**src/rtl/pcs_consts.vh**
```
/*
  Offsets, field positions, reset values and fixed codes for the
  command/status and class/revision configuration registers.
  Assumes configuration offsets are byte addresses of whole dwords.
*/
`ifndef PCS_CONSTS_VH
`define PCS_CONSTS_VH

// Dword-aligned configuration offsets
`define PCS_OFF_CMD_STAT      8'h04
`define PCS_OFF_CLASS_REV     8'h08

// Command half
`define PCS_BIT_PERR_RESP     6
`define PCS_BIT_SERR_EN       8
`define PCS_BIT_FB2B_EN       9
`define PCS_RST_PERR_RESP     1'h0
`define PCS_RST_SERR_EN       1'h0
`define PCS_RST_FB2B_EN       1'h0

// Status half, constant fields
`define PCS_BIT_CAP_LIST      20
`define PCS_BIT_CAP_66M       21
`define PCS_BIT_FB2B_CAP      23
`define PCS_VAL_CAP_LIST      1'h1
`define PCS_VAL_CAP_66M       1'h0
`define PCS_VAL_FB2B_CAP      1'h1
`define PCS_LSB_DEVSEL        25
`define PCS_VAL_DEVSEL        2'h1

// Sticky error flags, positions 24 and 27..31
`define PCS_BIT_MDPERR        24
`define PCS_BIT_SIG_TABT      27
`define PCS_BIT_RCV_TABT      28
`define PCS_BIT_RCV_MABT      29
`define PCS_BIT_SIG_SERR      30
`define PCS_BIT_DET_PERR      31
`define PCS_RST_ERR_FLAGS     6'h00

// Class/revision fields
`define PCS_BASE_CLASS        8'h01
`define PCS_SUB_IDE           8'h01
`define PCS_SUB_RAID          8'h04
`define PCS_RST_SUB_CLASS     8'h01
`define PCS_PROGIF_NONE       8'h00

`endif

```
**src/rtl/pcs_config_regs.v**
```verilog
/*
  Command/status and class/revision configuration registers of a
  bus-mastering mass-storage controller, with the sticky error flags
  and the system-error and parity-error drive requests.
  Assumes the configuration decoder and bus engine run on the same
  clock and hand over dword accesses and one-cycle error events.
*/
`timescale 1ns/1ps
`include "pcs_consts.vh"

module pcs_config_regs
#(
  // Arbitrary neutral revision value
  parameter [7:0] REVISION_ID = 8'h5a
)
(
  input  wire        clk,
  input  wire        rst,
  input  wire        cfg_req,
  input  wire        cfg_we,
  input  wire [7:0]  cfg_addr,
  input  wire [3:0]  cfg_be,
  input  wire [31:0] cfg_wdata,
  output reg  [31:0] cfg_rdata,
  output reg         cfg_ack,
  input  wire [7:0]  progif_in,
  input  wire        ev_addr_perr,
  input  wire        ev_data_perr,
  input  wire        ev_master_perr,
  input  wire        ev_sig_tabort,
  input  wire        ev_rcv_tabort,
  input  wire        ev_rcv_mabort,
  input  wire        ev_special_cyc,
  output reg         serr_o,
  output reg         serr_oe,
  output reg         perr_drive,
  output reg         perr_resp_en,
  output reg         serr_en,
  output reg         ide_mode
);

  reg        perr_resp_q;
  reg        serr_en_q;
  reg        mdperr_q;
  reg        sig_tabt_q;
  reg        rcv_tabt_q;
  reg        rcv_mabt_q;
  reg        sig_serr_q;
  reg        det_perr_q;
  reg  [7:0] sub_class_q;
  reg        perr_resp_d;
  reg        serr_en_d;
  reg  [7:0] sub_class_d;
  reg [31:0] rdata_d;

  wire       wr_cmd;
  wire       wr_cls;
  wire       rd_go;
  wire       serr_fire;
  wire       mdperr_set;
  wire       det_perr_set;
  wire       mabt_set;
  wire [7:0] progif_v;
  wire [7:0] clr;

  // Write-one-to-clear mask for one sticky flag in the top byte
  function w1c;
    input       be3;
    input       we;
    input [7:0] wbyte;
    input [2:0] pos;
    begin
      w1c = we & be3 & wbyte[pos];
    end
  endfunction

  // Set has priority over a same-cycle clear
  function sticky;
    input q;
    input set;
    input c;
    begin
      sticky = (q & ~c) | set;
    end
  endfunction

  // Offset match, shared by the write strobes and the read mux
  function hit;
    input [7:0] a;
    input [7:0] off;
    begin
      hit = (a == off);
    end
  endfunction

  // Sub-class code meaning IDE, read by the interface byte and the mode
  function is_ide;
    input [7:0] code;
    begin
      is_ide = (code == `PCS_SUB_IDE);
    end
  endfunction

  // Only the two listed controller kinds may be stored
  function sub_ok;
    input [7:0] code;
    begin
      sub_ok = (code == `PCS_SUB_IDE) || (code == `PCS_SUB_RAID);
    end
  endfunction

  assign wr_cmd = cfg_req & cfg_we & hit(cfg_addr, `PCS_OFF_CMD_STAT);
  assign wr_cls = cfg_req & cfg_we & hit(cfg_addr, `PCS_OFF_CLASS_REV);
  assign rd_go  = cfg_req & ~cfg_we;

  assign clr[0] = w1c(cfg_be[3], wr_cmd, cfg_wdata[31:24], 3'h0);
  // Top-byte bits 1 and 2 are fixed status fields, never cleared
  assign clr[1] = 1'b0;
  assign clr[2] = 1'b0;
  assign clr[3] = w1c(cfg_be[3], wr_cmd, cfg_wdata[31:24], 3'h3);
  assign clr[4] = w1c(cfg_be[3], wr_cmd, cfg_wdata[31:24], 3'h4);
  assign clr[5] = w1c(cfg_be[3], wr_cmd, cfg_wdata[31:24], 3'h5);
  assign clr[6] = w1c(cfg_be[3], wr_cmd, cfg_wdata[31:24], 3'h6);
  assign clr[7] = w1c(cfg_be[3], wr_cmd, cfg_wdata[31:24], 3'h7);

  // Address parity only escalates when both enables are on
  assign serr_fire = ev_addr_perr & serr_en_q & perr_resp_q;
  assign mdperr_set = ev_master_perr & perr_resp_q;
  // Logged even with parity response off
  assign det_perr_set = ev_addr_perr | ev_data_perr;
  assign mabt_set = ev_rcv_mabort & ~ev_special_cyc;

  // Interface byte has meaning only while classed as IDE
  assign progif_v = is_ide(sub_class_q) ?
                    progif_in : `PCS_PROGIF_NONE;

  // Next command and sub-class values; stored bits and output copies
  // both load these; the copies match the registers except in reset, where ide_mode is 0 while the sub-class is IDE
  always @*
  begin
    perr_resp_d = perr_resp_q;
    serr_en_d   = serr_en_q;
    sub_class_d = sub_class_q;
    if (wr_cmd)
    begin
      if (cfg_be[0])
        perr_resp_d = cfg_wdata[`PCS_BIT_PERR_RESP];
      if (cfg_be[1])
        serr_en_d = cfg_wdata[`PCS_BIT_SERR_EN];
    end
    else if (wr_cls)
    begin
      // Codes other than IDE or RAID are dropped, not stored
      if (cfg_be[2] && sub_ok(cfg_wdata[23:16]))
        sub_class_d = cfg_wdata[23:16];
    end
  end

  always @(posedge clk or posedge rst)
  begin
    if (rst)
    begin
      perr_resp_q <= `PCS_RST_PERR_RESP;
      serr_en_q   <= `PCS_RST_SERR_EN;
      sub_class_q <= `PCS_RST_SUB_CLASS;
    end
    else
    begin
      perr_resp_q <= perr_resp_d;
      serr_en_q   <= serr_en_d;
      sub_class_q <= sub_class_d;
    end
  end

  always @(posedge clk or posedge rst)
  begin
    if (rst)
    begin
      mdperr_q   <= 1'b0;
      sig_tabt_q <= 1'b0;
      rcv_tabt_q <= 1'b0;
      rcv_mabt_q <= 1'b0;
      sig_serr_q <= 1'b0;
      det_perr_q <= 1'b0;
    end
    else
    begin
      // Hardware sets, software writes one to clear
      mdperr_q   <= sticky(mdperr_q, mdperr_set, clr[0]);
      sig_tabt_q <= sticky(sig_tabt_q, ev_sig_tabort, clr[3]);
      rcv_tabt_q <= sticky(rcv_tabt_q, ev_rcv_tabort, clr[4]);
      rcv_mabt_q <= sticky(rcv_mabt_q, mabt_set, clr[5]);
      sig_serr_q <= sticky(sig_serr_q, serr_fire, clr[6]);
      det_perr_q <= sticky(det_perr_q, det_perr_set, clr[7]);
    end
  end

  // Pin drive requests, one-cycle pulses
  always @(posedge clk or posedge rst)
  begin
    if (rst)
    begin
      serr_o     <= 1'b0;
      serr_oe    <= 1'b0;
      perr_drive <= 1'b0;
    end
    else
    begin
      // Open drain: low level while enabled, released otherwise
      serr_o     <= 1'b0;
      serr_oe    <= serr_fire;
      // No parity drive unless response is enabled
      perr_drive <= ev_data_perr & perr_resp_q;
    end
  end

  // Mirrors of command and mode state for the bus engine; loaded from
  // the next value, but ide_mode resets to 0 while the stored sub-class resets to IDE
  always @(posedge clk or posedge rst)
  begin
    if (rst)
    begin
      perr_resp_en <= `PCS_RST_PERR_RESP;
      serr_en      <= `PCS_RST_SERR_EN;
      ide_mode     <= 1'b0;
    end
    else
    begin
      perr_resp_en <= perr_resp_d;
      serr_en      <= serr_en_d;
      ide_mode     <= is_ide(sub_class_d);
    end
  end

  // Read word for the addressed register; other offsets read as zero
  always @*
  begin
    rdata_d = 32'h00000000;
    if (hit(cfg_addr, `PCS_OFF_CMD_STAT))
    begin
      rdata_d[`PCS_BIT_PERR_RESP] = perr_resp_q;
      rdata_d[`PCS_BIT_SERR_EN]   = serr_en_q;
      rdata_d[`PCS_BIT_FB2B_EN]   = `PCS_RST_FB2B_EN;
      // Reserved command and low status bits stay zero
      rdata_d[15:10]              = 6'h00;
      rdata_d[19:16]              = 4'h0;
      rdata_d[22]                 = 1'b0;
      rdata_d[`PCS_BIT_CAP_LIST]  = `PCS_VAL_CAP_LIST;
      rdata_d[`PCS_BIT_CAP_66M]   = `PCS_VAL_CAP_66M;
      rdata_d[`PCS_BIT_FB2B_CAP]  = `PCS_VAL_FB2B_CAP;
      rdata_d[`PCS_BIT_MDPERR]    = mdperr_q;
      rdata_d[`PCS_LSB_DEVSEL+1:`PCS_LSB_DEVSEL]
                                  = `PCS_VAL_DEVSEL;
      rdata_d[`PCS_BIT_SIG_TABT]  = sig_tabt_q;
      rdata_d[`PCS_BIT_RCV_TABT]  = rcv_tabt_q;
      rdata_d[`PCS_BIT_RCV_MABT]  = rcv_mabt_q;
      rdata_d[`PCS_BIT_SIG_SERR]  = sig_serr_q;
      rdata_d[`PCS_BIT_DET_PERR]  = det_perr_q;
    end
    else if (hit(cfg_addr, `PCS_OFF_CLASS_REV))
    begin
      rdata_d[31:24] = `PCS_BASE_CLASS;
      rdata_d[23:16] = sub_class_q;
      rdata_d[15:8]  = progif_v;
      rdata_d[7:0]   = REVISION_ID;
    end
  end

  // Answer one cycle after the request; data holds until the next read
  always @(posedge clk or posedge rst)
  begin
    if (rst)
    begin
      cfg_rdata <= 32'h00000000;
      cfg_ack   <= 1'b0;
    end
    else
    begin
      cfg_ack <= cfg_req;
      if (rd_go)
        cfg_rdata <= rdata_d;
    end
  end

endmodule

```
**config.mk**
```make
export PLATFORM = sky130hd
export DESIGN_NAME = pcs_config_regs
export DESIGN_NICKNAME = d
export VERILOG_FILES = /design/src/rtl/pcs_config_regs.v
export VERILOG_INCLUDE_DIRS = /design/src /design/src/rtl
export SDC_FILE = /design/constraint.sdc
export NUM_CORES = 1
export LEC_CHECK = 0
export BUFFER_PORTS_ARGS = -buffer_cell sky130_fd_sc_hd__buf_2
export CAP_MARGIN = 20
export CORE_ASPECT_RATIO = 0.6
export CORE_MARGIN = 4
export CORE_UTILIZATION = 46
export CTS_BUF_LIST = sky130_fd_sc_hd__clkbuf_2
export CTS_CLUSTER_DIAMETER = 150
export DETAILED_ROUTE_END_ITERATION = 7
export GPL_TIMING_DRIVEN = 0
export PLACE_DENSITY = 0.94
export SYNTH_ARGS = -nofsm -noshare
export SYNTH_HDL_FRONTEND = slang
export SYNTH_SLANG_ARGS = --single-unit
export TNS_END_PERCENT = 20
```
**constraint.sdc**
```tcl
create_clock -name clk -period 1.8 [get_ports clk]
set_clock_uncertainty 0.15 [all_clocks]
set_input_delay 0.54 -clock clk [delete_from_list [all_inputs] [get_ports clk]]
set_output_delay 0.54 -clock clk [all_outputs]
set_load 0.01 [all_outputs]
```
==> summary.txt, run 1 <==
STA
  – Final min period: ~1900 ps
  – Unrepaired setup endpoints after global routing: true
  – Final Hold Viols: 0
  – Rel. slew slack: between 30 and 40%
  – Setup ws final: -70.8 ps
  – Worst-margin pin slew: 899 ps
  – Max-slew violation count: 0
  – Setup Total Neg Slack: -345 ps
  – Hold WS: about 160 ps
  – FMAX: 535 MHz
  – Post-route clock period utilization: 104%
  – Final setup viols: 13

Critical path
  – CP Capture Type: flop
  – Req. time, crit path: 1990 ps
  – Slowest-stage cell, CP: or3b_4
  – Kind of cell adding the most delay to the critical path: simple AND/OR/NAND/NOR gates
  – CP bufs+invs: 2
  – Peak per-stage delay on the critical path: about 400 ps
  – Startpoint types: input pin
  – Worst-path maximum fanout: 7
  – Kind of critical path: input pin to flop
  – Crit-path cells: buf_6, or2_4, or3b_4, nor4_4, buf_4, mux2_4
  – Reg2reg path depth: 5
  – Critical Path AT: slightly above 2000 ps
  – WP depth: 6

Status
  – Failing checks: setup timing
  – Status: finished, violations left

Route
  – Antenna Nets Post-Route: 0
  – Vias: around 1400
  – Starting DRT DRC Count: 37
  – Drt drc: 0
  – First-pass DRT Iterations: 4
  – Via/cell ratio: about 5.2
  – DR WL/cell: 15.9 um
  – WL final: 4450 um

Run
  – Max Cap Viol: 0

Logic synthesis
  – Yosys reg bits: 45
  – Synth Instances: 135
  – Post-synthesis xor/xnor area fraction: less than 1%
  – Sequential share of the synthesized area: between 60% and 70%
  – Cell Area, Synth: between 1500 and 2000 um^2
  – Synth Area in Adders: 0%
  – Syn avg cell area: around 14 um^2
  – Syn. warnings: 0
  – Complex-gate fraction of the synthesized area: between 10% and 20%
  – Netlist cell types: 30
  – Simple-gate share of the synthesized area: 14.5%
  – Post-synthesis mux area share: 3.38%
  – Largest family of logic cells by synthesized area: compound AO/OA/AOI/OAI gates

CTS
  – Hold buffer count at CTS: 0
  – Total CTS buffers: 5
  – Worst-skew pair later-pin latency: approximately 380 ps
  – Sink Count: 45
  – Clk slew on worst S/H paths: 220 ps
  – Deepest clock path buffer count: 2
  – Clock root buffer: clkbuf_2
  – H-tree lvl count: 2
  – TritonCTS clock tree: built

Die
  – Die area: around 5100 um^2
  – Die H: about 57 um
  – FP Rows: 17
  – Initial Utilization: 49.1%
  – Ports: approximately 100
  – Die width: ~90 um
  – CORE AREA: between 3000 and 4000 um^2

Place
  – Cells after DPL: roughly 270
  – Detailed Place HPWL: around 3300 um
  – Global placer's final weighted congestion: between 0.7 and 0.8
  – Port bufs: between 70 and 80

Pwr
  – Pwr Density: ~640 nW/um^2
  – Worst vdd ir: 0.000394 V
  – Leak pwr: about 1.4 nW

GRT
  – Largest net degree at the start of global routing: 46
  – Initial antenna violation count: 0
  – Number of global-route vias before repair: between 1000 and 1500
  – GRT Residual Overflow: 0
  – First-pass GRT wire length: between 7000 and 8000 um
  – GRT Total Usage: around 17%

Min path
  – Hold WC Path Type: input pin to flop
  – Hold depth: 1

Layout
  – Post-Layout Cell Count: approximately 280
  – Area growth syn-to-layout: 31.9%
  – Final net count: between 200 and 300
  – Fraction of layout cells with a size suffix above 1: around 53%
  – Final Util: between 60% and 70%
  – Diode count: 0
[cell type report]
type                            count  area [um^2]
Buffer                             13         86.3
Clock buffer                        6         30.0
Clock inverter                      2         11.3
Fill cell                         294         1330
Inverter                            3         11.3
Multi-Input combinational cell     78          651
Sequential cell                    45         1130
Tap cell                           47         58.8
Timing Repair Buffer               85          463
[worst paths after layout]
kind                                     start              to  slack [ps]
worst max register to register  sub_class_q[0]   cfg_rdata[14]          50
worst min register to register   cfg_rdata[25]   cfg_rdata[25]         370
worst min-delay path                   cfg_req         cfg_ack         160
worst max-delay path               cfg_addr[1]  sub_class_q[0]         -70
min in group asynchronous                  rst  sub_class_q[4]         170
max in group asynchronous                  rst    perr_resp_en         740
[metrics by stage]
step | setup WS (ps) | power [W] | instance area (um^2)
3_3_place_gp | -678 | 0.00117 | 2320
6_report | -70.8 | 0.00157 | 2440
4_1_cts | -91.0 | 0.00157 | 2420
3_5_place_dp | -687 | 0.00117 | 2320
2_1_floorplan | -456 | 0.00110 | 1870
5_1_grt | -72.1 | 0.00164 | 2440
[placed cells by master (no fill, tap or decap)]
master	synthesis	routed
or2_4	1	1
buf_2	2	76
and2b_2	6	6
inv_1	3	2
dfrtp_2	0	1
clkinvlp_4	0	1
nand4_1	2	2
xnor2_1	1	1
or4_4	1	2
clkbuf_2	0	6
mux2i_1	1	1
clkinv_1	0	1
inv_2	0	1
nand3_1	2	2
clkbuf_1	3	3
dfstp_2	1	1
or3b_4	1	1
a21o_1	6	6
nor4_4	3	3
nor4_2	0	1
conb_1	1	6
nand2_1	7	7
a211o_1	1	1
buf_4	9	15
and2_1	1	1
dfrtp_1	44	43
mux2_4	2	2
buf_6	0	4
nor4_1	2	1
mux2_2	2	2
nand2b_1	2	2
and3_1	1	1
nor4b_1	2	2
a221o_1	4	4
a22o_1	21	21
nor3_1	2	2
[kinds of logic (layout without fill, tap and decap cells)]
logic type,after synthesis,count (layout)
DFF,45,45
and+or+nand+nor,34,34
AOI/OAI and AO/OA,32,32
buffers and inverters,17,109
muxes,5,5
other,1,6
xor gates and xnor gates,1,1
[registers in the layout, summed over array words and instances, names as in the netlist]
register,count
sig_serr_q,1
det_perr_q,1
rcv_mabt_q,1
serr_en,1
sub_class_q,8
sig_tabt_q,1
serr_oe,1
cfg_ack,1
perr_drive,1
mdperr_q,1
perr_resp_en,1
rcv_tabt_q,1
ide_mode,1
cfg_rdata,25
[routing by layer]
metal / share of wire, % / vias to the layer above / global-route usage [%] / wire length, um
met5: 0 / - / 0 / 0
met4: 0.76 / 0 / 3.05 / 34
met3: 8.5 / 4 / 6.19 / 380
met2: 48 / 58 / 30.0 / 2120
met1: 43 / 700 / 21.5 / 1910
li1: - / 677 / - / -
[Yosys cell counts (all sizes together)]
cell type | count | area (um^2)
dfstp | 1 | 26.3
nand3 | 2 | 10.0
nor3 | 2 | 10.0
xnor2 | 1 | 8.76
or3b | 1 | 11.3
or2 | 1 | 8.76
mux2i | 1 | 10.0
buf | 11 | 77.6
nand2 | 7 | 26.3
nand2b | 2 | 12.5
a221o | 4 | 40.0
and2 | 1 | 6.26
inv | 3 | 11.3
a211o | 1 | 8.76
nand4 | 2 | 12.5
and2b | 6 | 52.6
a22o | 21 | 184
or4 | 2 | 18.8
and3 | 1 | 6.26
dfrtp | 44 | 1100
a21o | 6 | 45.0
conb | 1 | 3.75
nor4 | 5 | 76.3
nor4b | 2 | 17.5
mux2 | 4 | 52.6
clkbuf | 3 | 11.3
[where the power goes]
group / total (W) / switching [W] / internal [W]
logic: 0.000140 / 0.0000745 / 0.0000659
clock network: 0.000405 / 0.000307 / 0.0000974
registers: 0.00102 / 0.00000404 / 0.00102
[what timing repair did]
item,4_1_cts,5_1_grt
pin swaps,9,7
gates resized for setup,6,4
setup buffers,4,2
setup endpoints to repair,41,35
Power figures use the tool's default switching activity.
==> run 2, diff against run 1 <==
Settings changed: GPL_TIMING_DRIVEN 0 to unset, SETUP_SLACK_MARGIN set to 0.2.
==> run 2 against run 1 <==
  * The flow still finishes with violations (setup timing)
  * Power increased by 2.7%
  * Non-clock buffer count increased by 3
  * First-iteration DRC count increased by 49%
  * Combinational power increased by 17%
  * Routed wire length increased by 11%
  * Clock power increased by 5%
  * Cell area increased by 6.5%
  * Sequential power about the same
  * Critical path depth unchanged
  * Via count increased by 5.4%
  * Utilization increased by 4.2 points
  * Sequential share of layout area decreased by 2.8 points
  * Critical path type unchanged
==> summary.txt, run 2 (synthesized netlist as in run 1, its figures left out) <==
Status
  – Failing checks: setup timing (unchanged)
  – Status: finished, violations left (unchanged)

GRT
  – Largest net degree at the start of global routing: 19 (was 46)
  – GRT Residual Overflow: 0 (unchanged)
  – First-pass GRT wire length: 7710 um (was 7030 um)
  – GRT Total Usage: 19.1% (was 17.3%)
  – Number of global-route vias before repair: 1569 (was 1476)
  – Initial antenna violation count: 0 (unchanged)

Place
  – Global placer's final weighted congestion: 0.804 (was 0.779)
  – Port bufs: 79 (unchanged)
  – Cells after DPL: 270 (was 266)
  – Detailed Place HPWL: 3390 um (was 3280 um)

Die
  – Die H: 57.1 um (unchanged)
  – Die area: 5130 um^2 (unchanged)
  – FP Rows: 17 (unchanged)
  – Initial Utilization: 49.1% (unchanged)
  – CORE AREA: 3760 um^2 (unchanged)
  – Die width: 89.9 um (unchanged)
  – Ports: 102 (unchanged)

Route
  – DR WL/cell: 17.6 um (was 15.9 um)
  – Drt drc: 0 (unchanged)
  – First-pass DRT Iterations: 4 (unchanged)
  – Antenna Nets Post-Route: 0 (unchanged)
  – Vias: 1517 (was 1439)
  – Starting DRT DRC Count: 55 (was 37)
  – WL final: 4950 um (was 4450 um)
  – Via/cell ratio: 5.38 (was 5.16)

CTS
  – Clk slew on worst S/H paths: 230 ps (was 220 ps)
  – Total CTS buffers: 5 (unchanged)
  – TritonCTS clock tree: built (unchanged)
  – Sink Count: 45 (unchanged)
  – Clock root buffer: clkbuf_2 (unchanged)
  – Worst-skew pair later-pin latency: 400 ps (was 380 ps)
  – Deepest clock path buffer count: 2 (unchanged)
  – H-tree lvl count: 2 (unchanged)

Critical path
  – Worst-path maximum fanout: 2 (was 7)
  – Kind of critical path: input pin to flop (unchanged)
  – Critical Path AT: 2080 ps (was 2070 ps)
  – CP Capture Type: flop (unchanged)
  – Req. time, crit path: 1980 ps (was 1990 ps)
  – Startpoint types: input pin (unchanged)

STA
  – Max-slew violation count: 0 (unchanged)
  – Final min period: 1910 ps (was 1870 ps)
  – Setup ws final: -107 ps (was -70.8 ps)
  – Setup Total Neg Slack: -553 ps (was -345 ps)
  – FMAX: 524 MHz (was 535 MHz)
  – Post-route clock period utilization: 106% (was 104%)
  – Final setup viols: 15 (was 13)
  – Hold WS: 134 ps (was 158 ps)
  – Unrepaired setup endpoints after global routing: true (unchanged)
  – Final Hold Viols: 0 (unchanged)

Layout
  – Max reg flops: 25 (unchanged)
  – Post-Layout Cell Count: 282 (was 279)
  – Final Util: 69.0% (was 64.8%)
  – Footprint of the multi-input gates: 712 um^2 (was 651 um^2)
  – Commonest cells after routing, fill and taps aside: 73 x buf_2, 43 x dfrtp_1, 21 x a22o_1 (was 76 x buf_2, 43 x dfrtp_1, 21 x a22o_1)
  – Diode count: 0 (unchanged)
  – Area growth syn-to-layout: 40.5% (was 31.9%)
  – Final net count: 297 (was 294)
  – Flip-flop and latch area: 1130 um^2 (unchanged)
  – Top flop regs: cfg_rdata: 25 flops, sub_class_q: 8 flops (unchanged)
  – Biggest register: cfg_rdata (unchanged)
  – Fraction of layout cells with a size suffix above 1: 58.7% (was 53.0%)
  – Fillcell total: 258 (was 294)
  – Commonest non-fill, non-tap cell in the layout: buf_2 (unchanged)

Pwr
  – Worst vdd ir: 0.000393 V (was 0.000394 V)
  – Pwr Density: 620 nW/um^2 (was 643 nW/um^2)
  – Leak pwr: 1.46 nW (was 1.38 nW)

Run
  – Max Cap Viol: 0 (unchanged)

Min path
  – Hold WC Path Type: input pin to flop (unchanged)
==> run 2: cell count changes in the layout (fill, tap and decap cells not counted), moves of 2 or more <==
cell | previous run | this run
buf_6 | 4 | 14
nand2_1 | 7 | 2
nand2_2 | 0 | 5
buf_2 | 76 | 73
buf_4 | 15 | 12
clkbuf_1 | 3 | 0
mux2_2 | 2 | 0
mux2_4 | 2 | 4
nor3_1 | 2 | 0
nor3_4 | 0 | 2
==> run 2: power by group <==
part / leakage, nW / total [W] / internal, W / switching (W)
combinational: 0.837 / 0.000164 / 0.0000775 / 0.0000860
clock: 0.0252 / 0.000424 / 0.000100 / 0.000323
sequential: 0.600 / 0.00102 / 0.00102 / 0.00000475
total: 1.46 / 0.00161 / 0.00120 / 0.000414
==> run 2: cell type report <==
class,instances,area share (%)
clock buffers,6,1.16
clock inverters,2,0.578
inverters,3,0.433
multi-input cells,78,27.4
flip-flops and latches,45,43.4
well taps,47,2.26
repair buffers,101,24.7
==> run 2: worst paths after layout <==
| path | startpoint | to | slack, ps | cells after the start |
|---|---|---|---|---|
| setup / recovery | cfg_addr[1] | sub_class_q[2] | -110 | 6 |
| hold / removal | ev_sig_tabort | sig_tabt_q | 130 | 2 |
| setup reg to reg | sub_class_q[0] | cfg_rdata[9] | 130 | 5 |
| hold reg to reg | sig_serr_q | sig_serr_q | 360 | 1 |
| max in group asynchronous | rst | sub_class_q[0] | 500 | 4 |
| min in group asynchronous | rst | rcv_tabt_q | 480 | 3 |
==> run 2: stage by stage <==
step                      cell area, um^2  total power (W)  worst slack, ps
after global routing                 2600          0.00169            -93.7
after floorplan                      1880          0.00110             -455
after CTS                            2540          0.00162            -3.98
after detailed placement             2390          0.00119             -520
final                                2600          0.00161             -107
after global placement               2390          0.00118             -488
==> run 2: timing repair <==
| action | 4_1_cts | 5_1_grt |
|---|---|---|
| pin swaps | 36 | 38 |
| gates cloned | 1 | 0 |
| endpoints found under the hold margin | 16 | 0 |
| resized for setup | 19 | 12 |
| endpoints found under the setup margin | 75 | 74 |
| setup buffers | 1 | 1 |
| hold buffers | 1 | 0 |
==> run 2: critical path, stage by stage <==
cell and delay [ps]:
buf_6 90, or2_4 250, or3b_4 410, nor4_4 340
buf_4 180, mux2_4 280
==> run 2: layer usage <==
layer,routed length (um),track usage (%)
met4,90,6.10
met5,0,0
met3,396,6.32
met2,2410,32.2
met1,2060,23.7
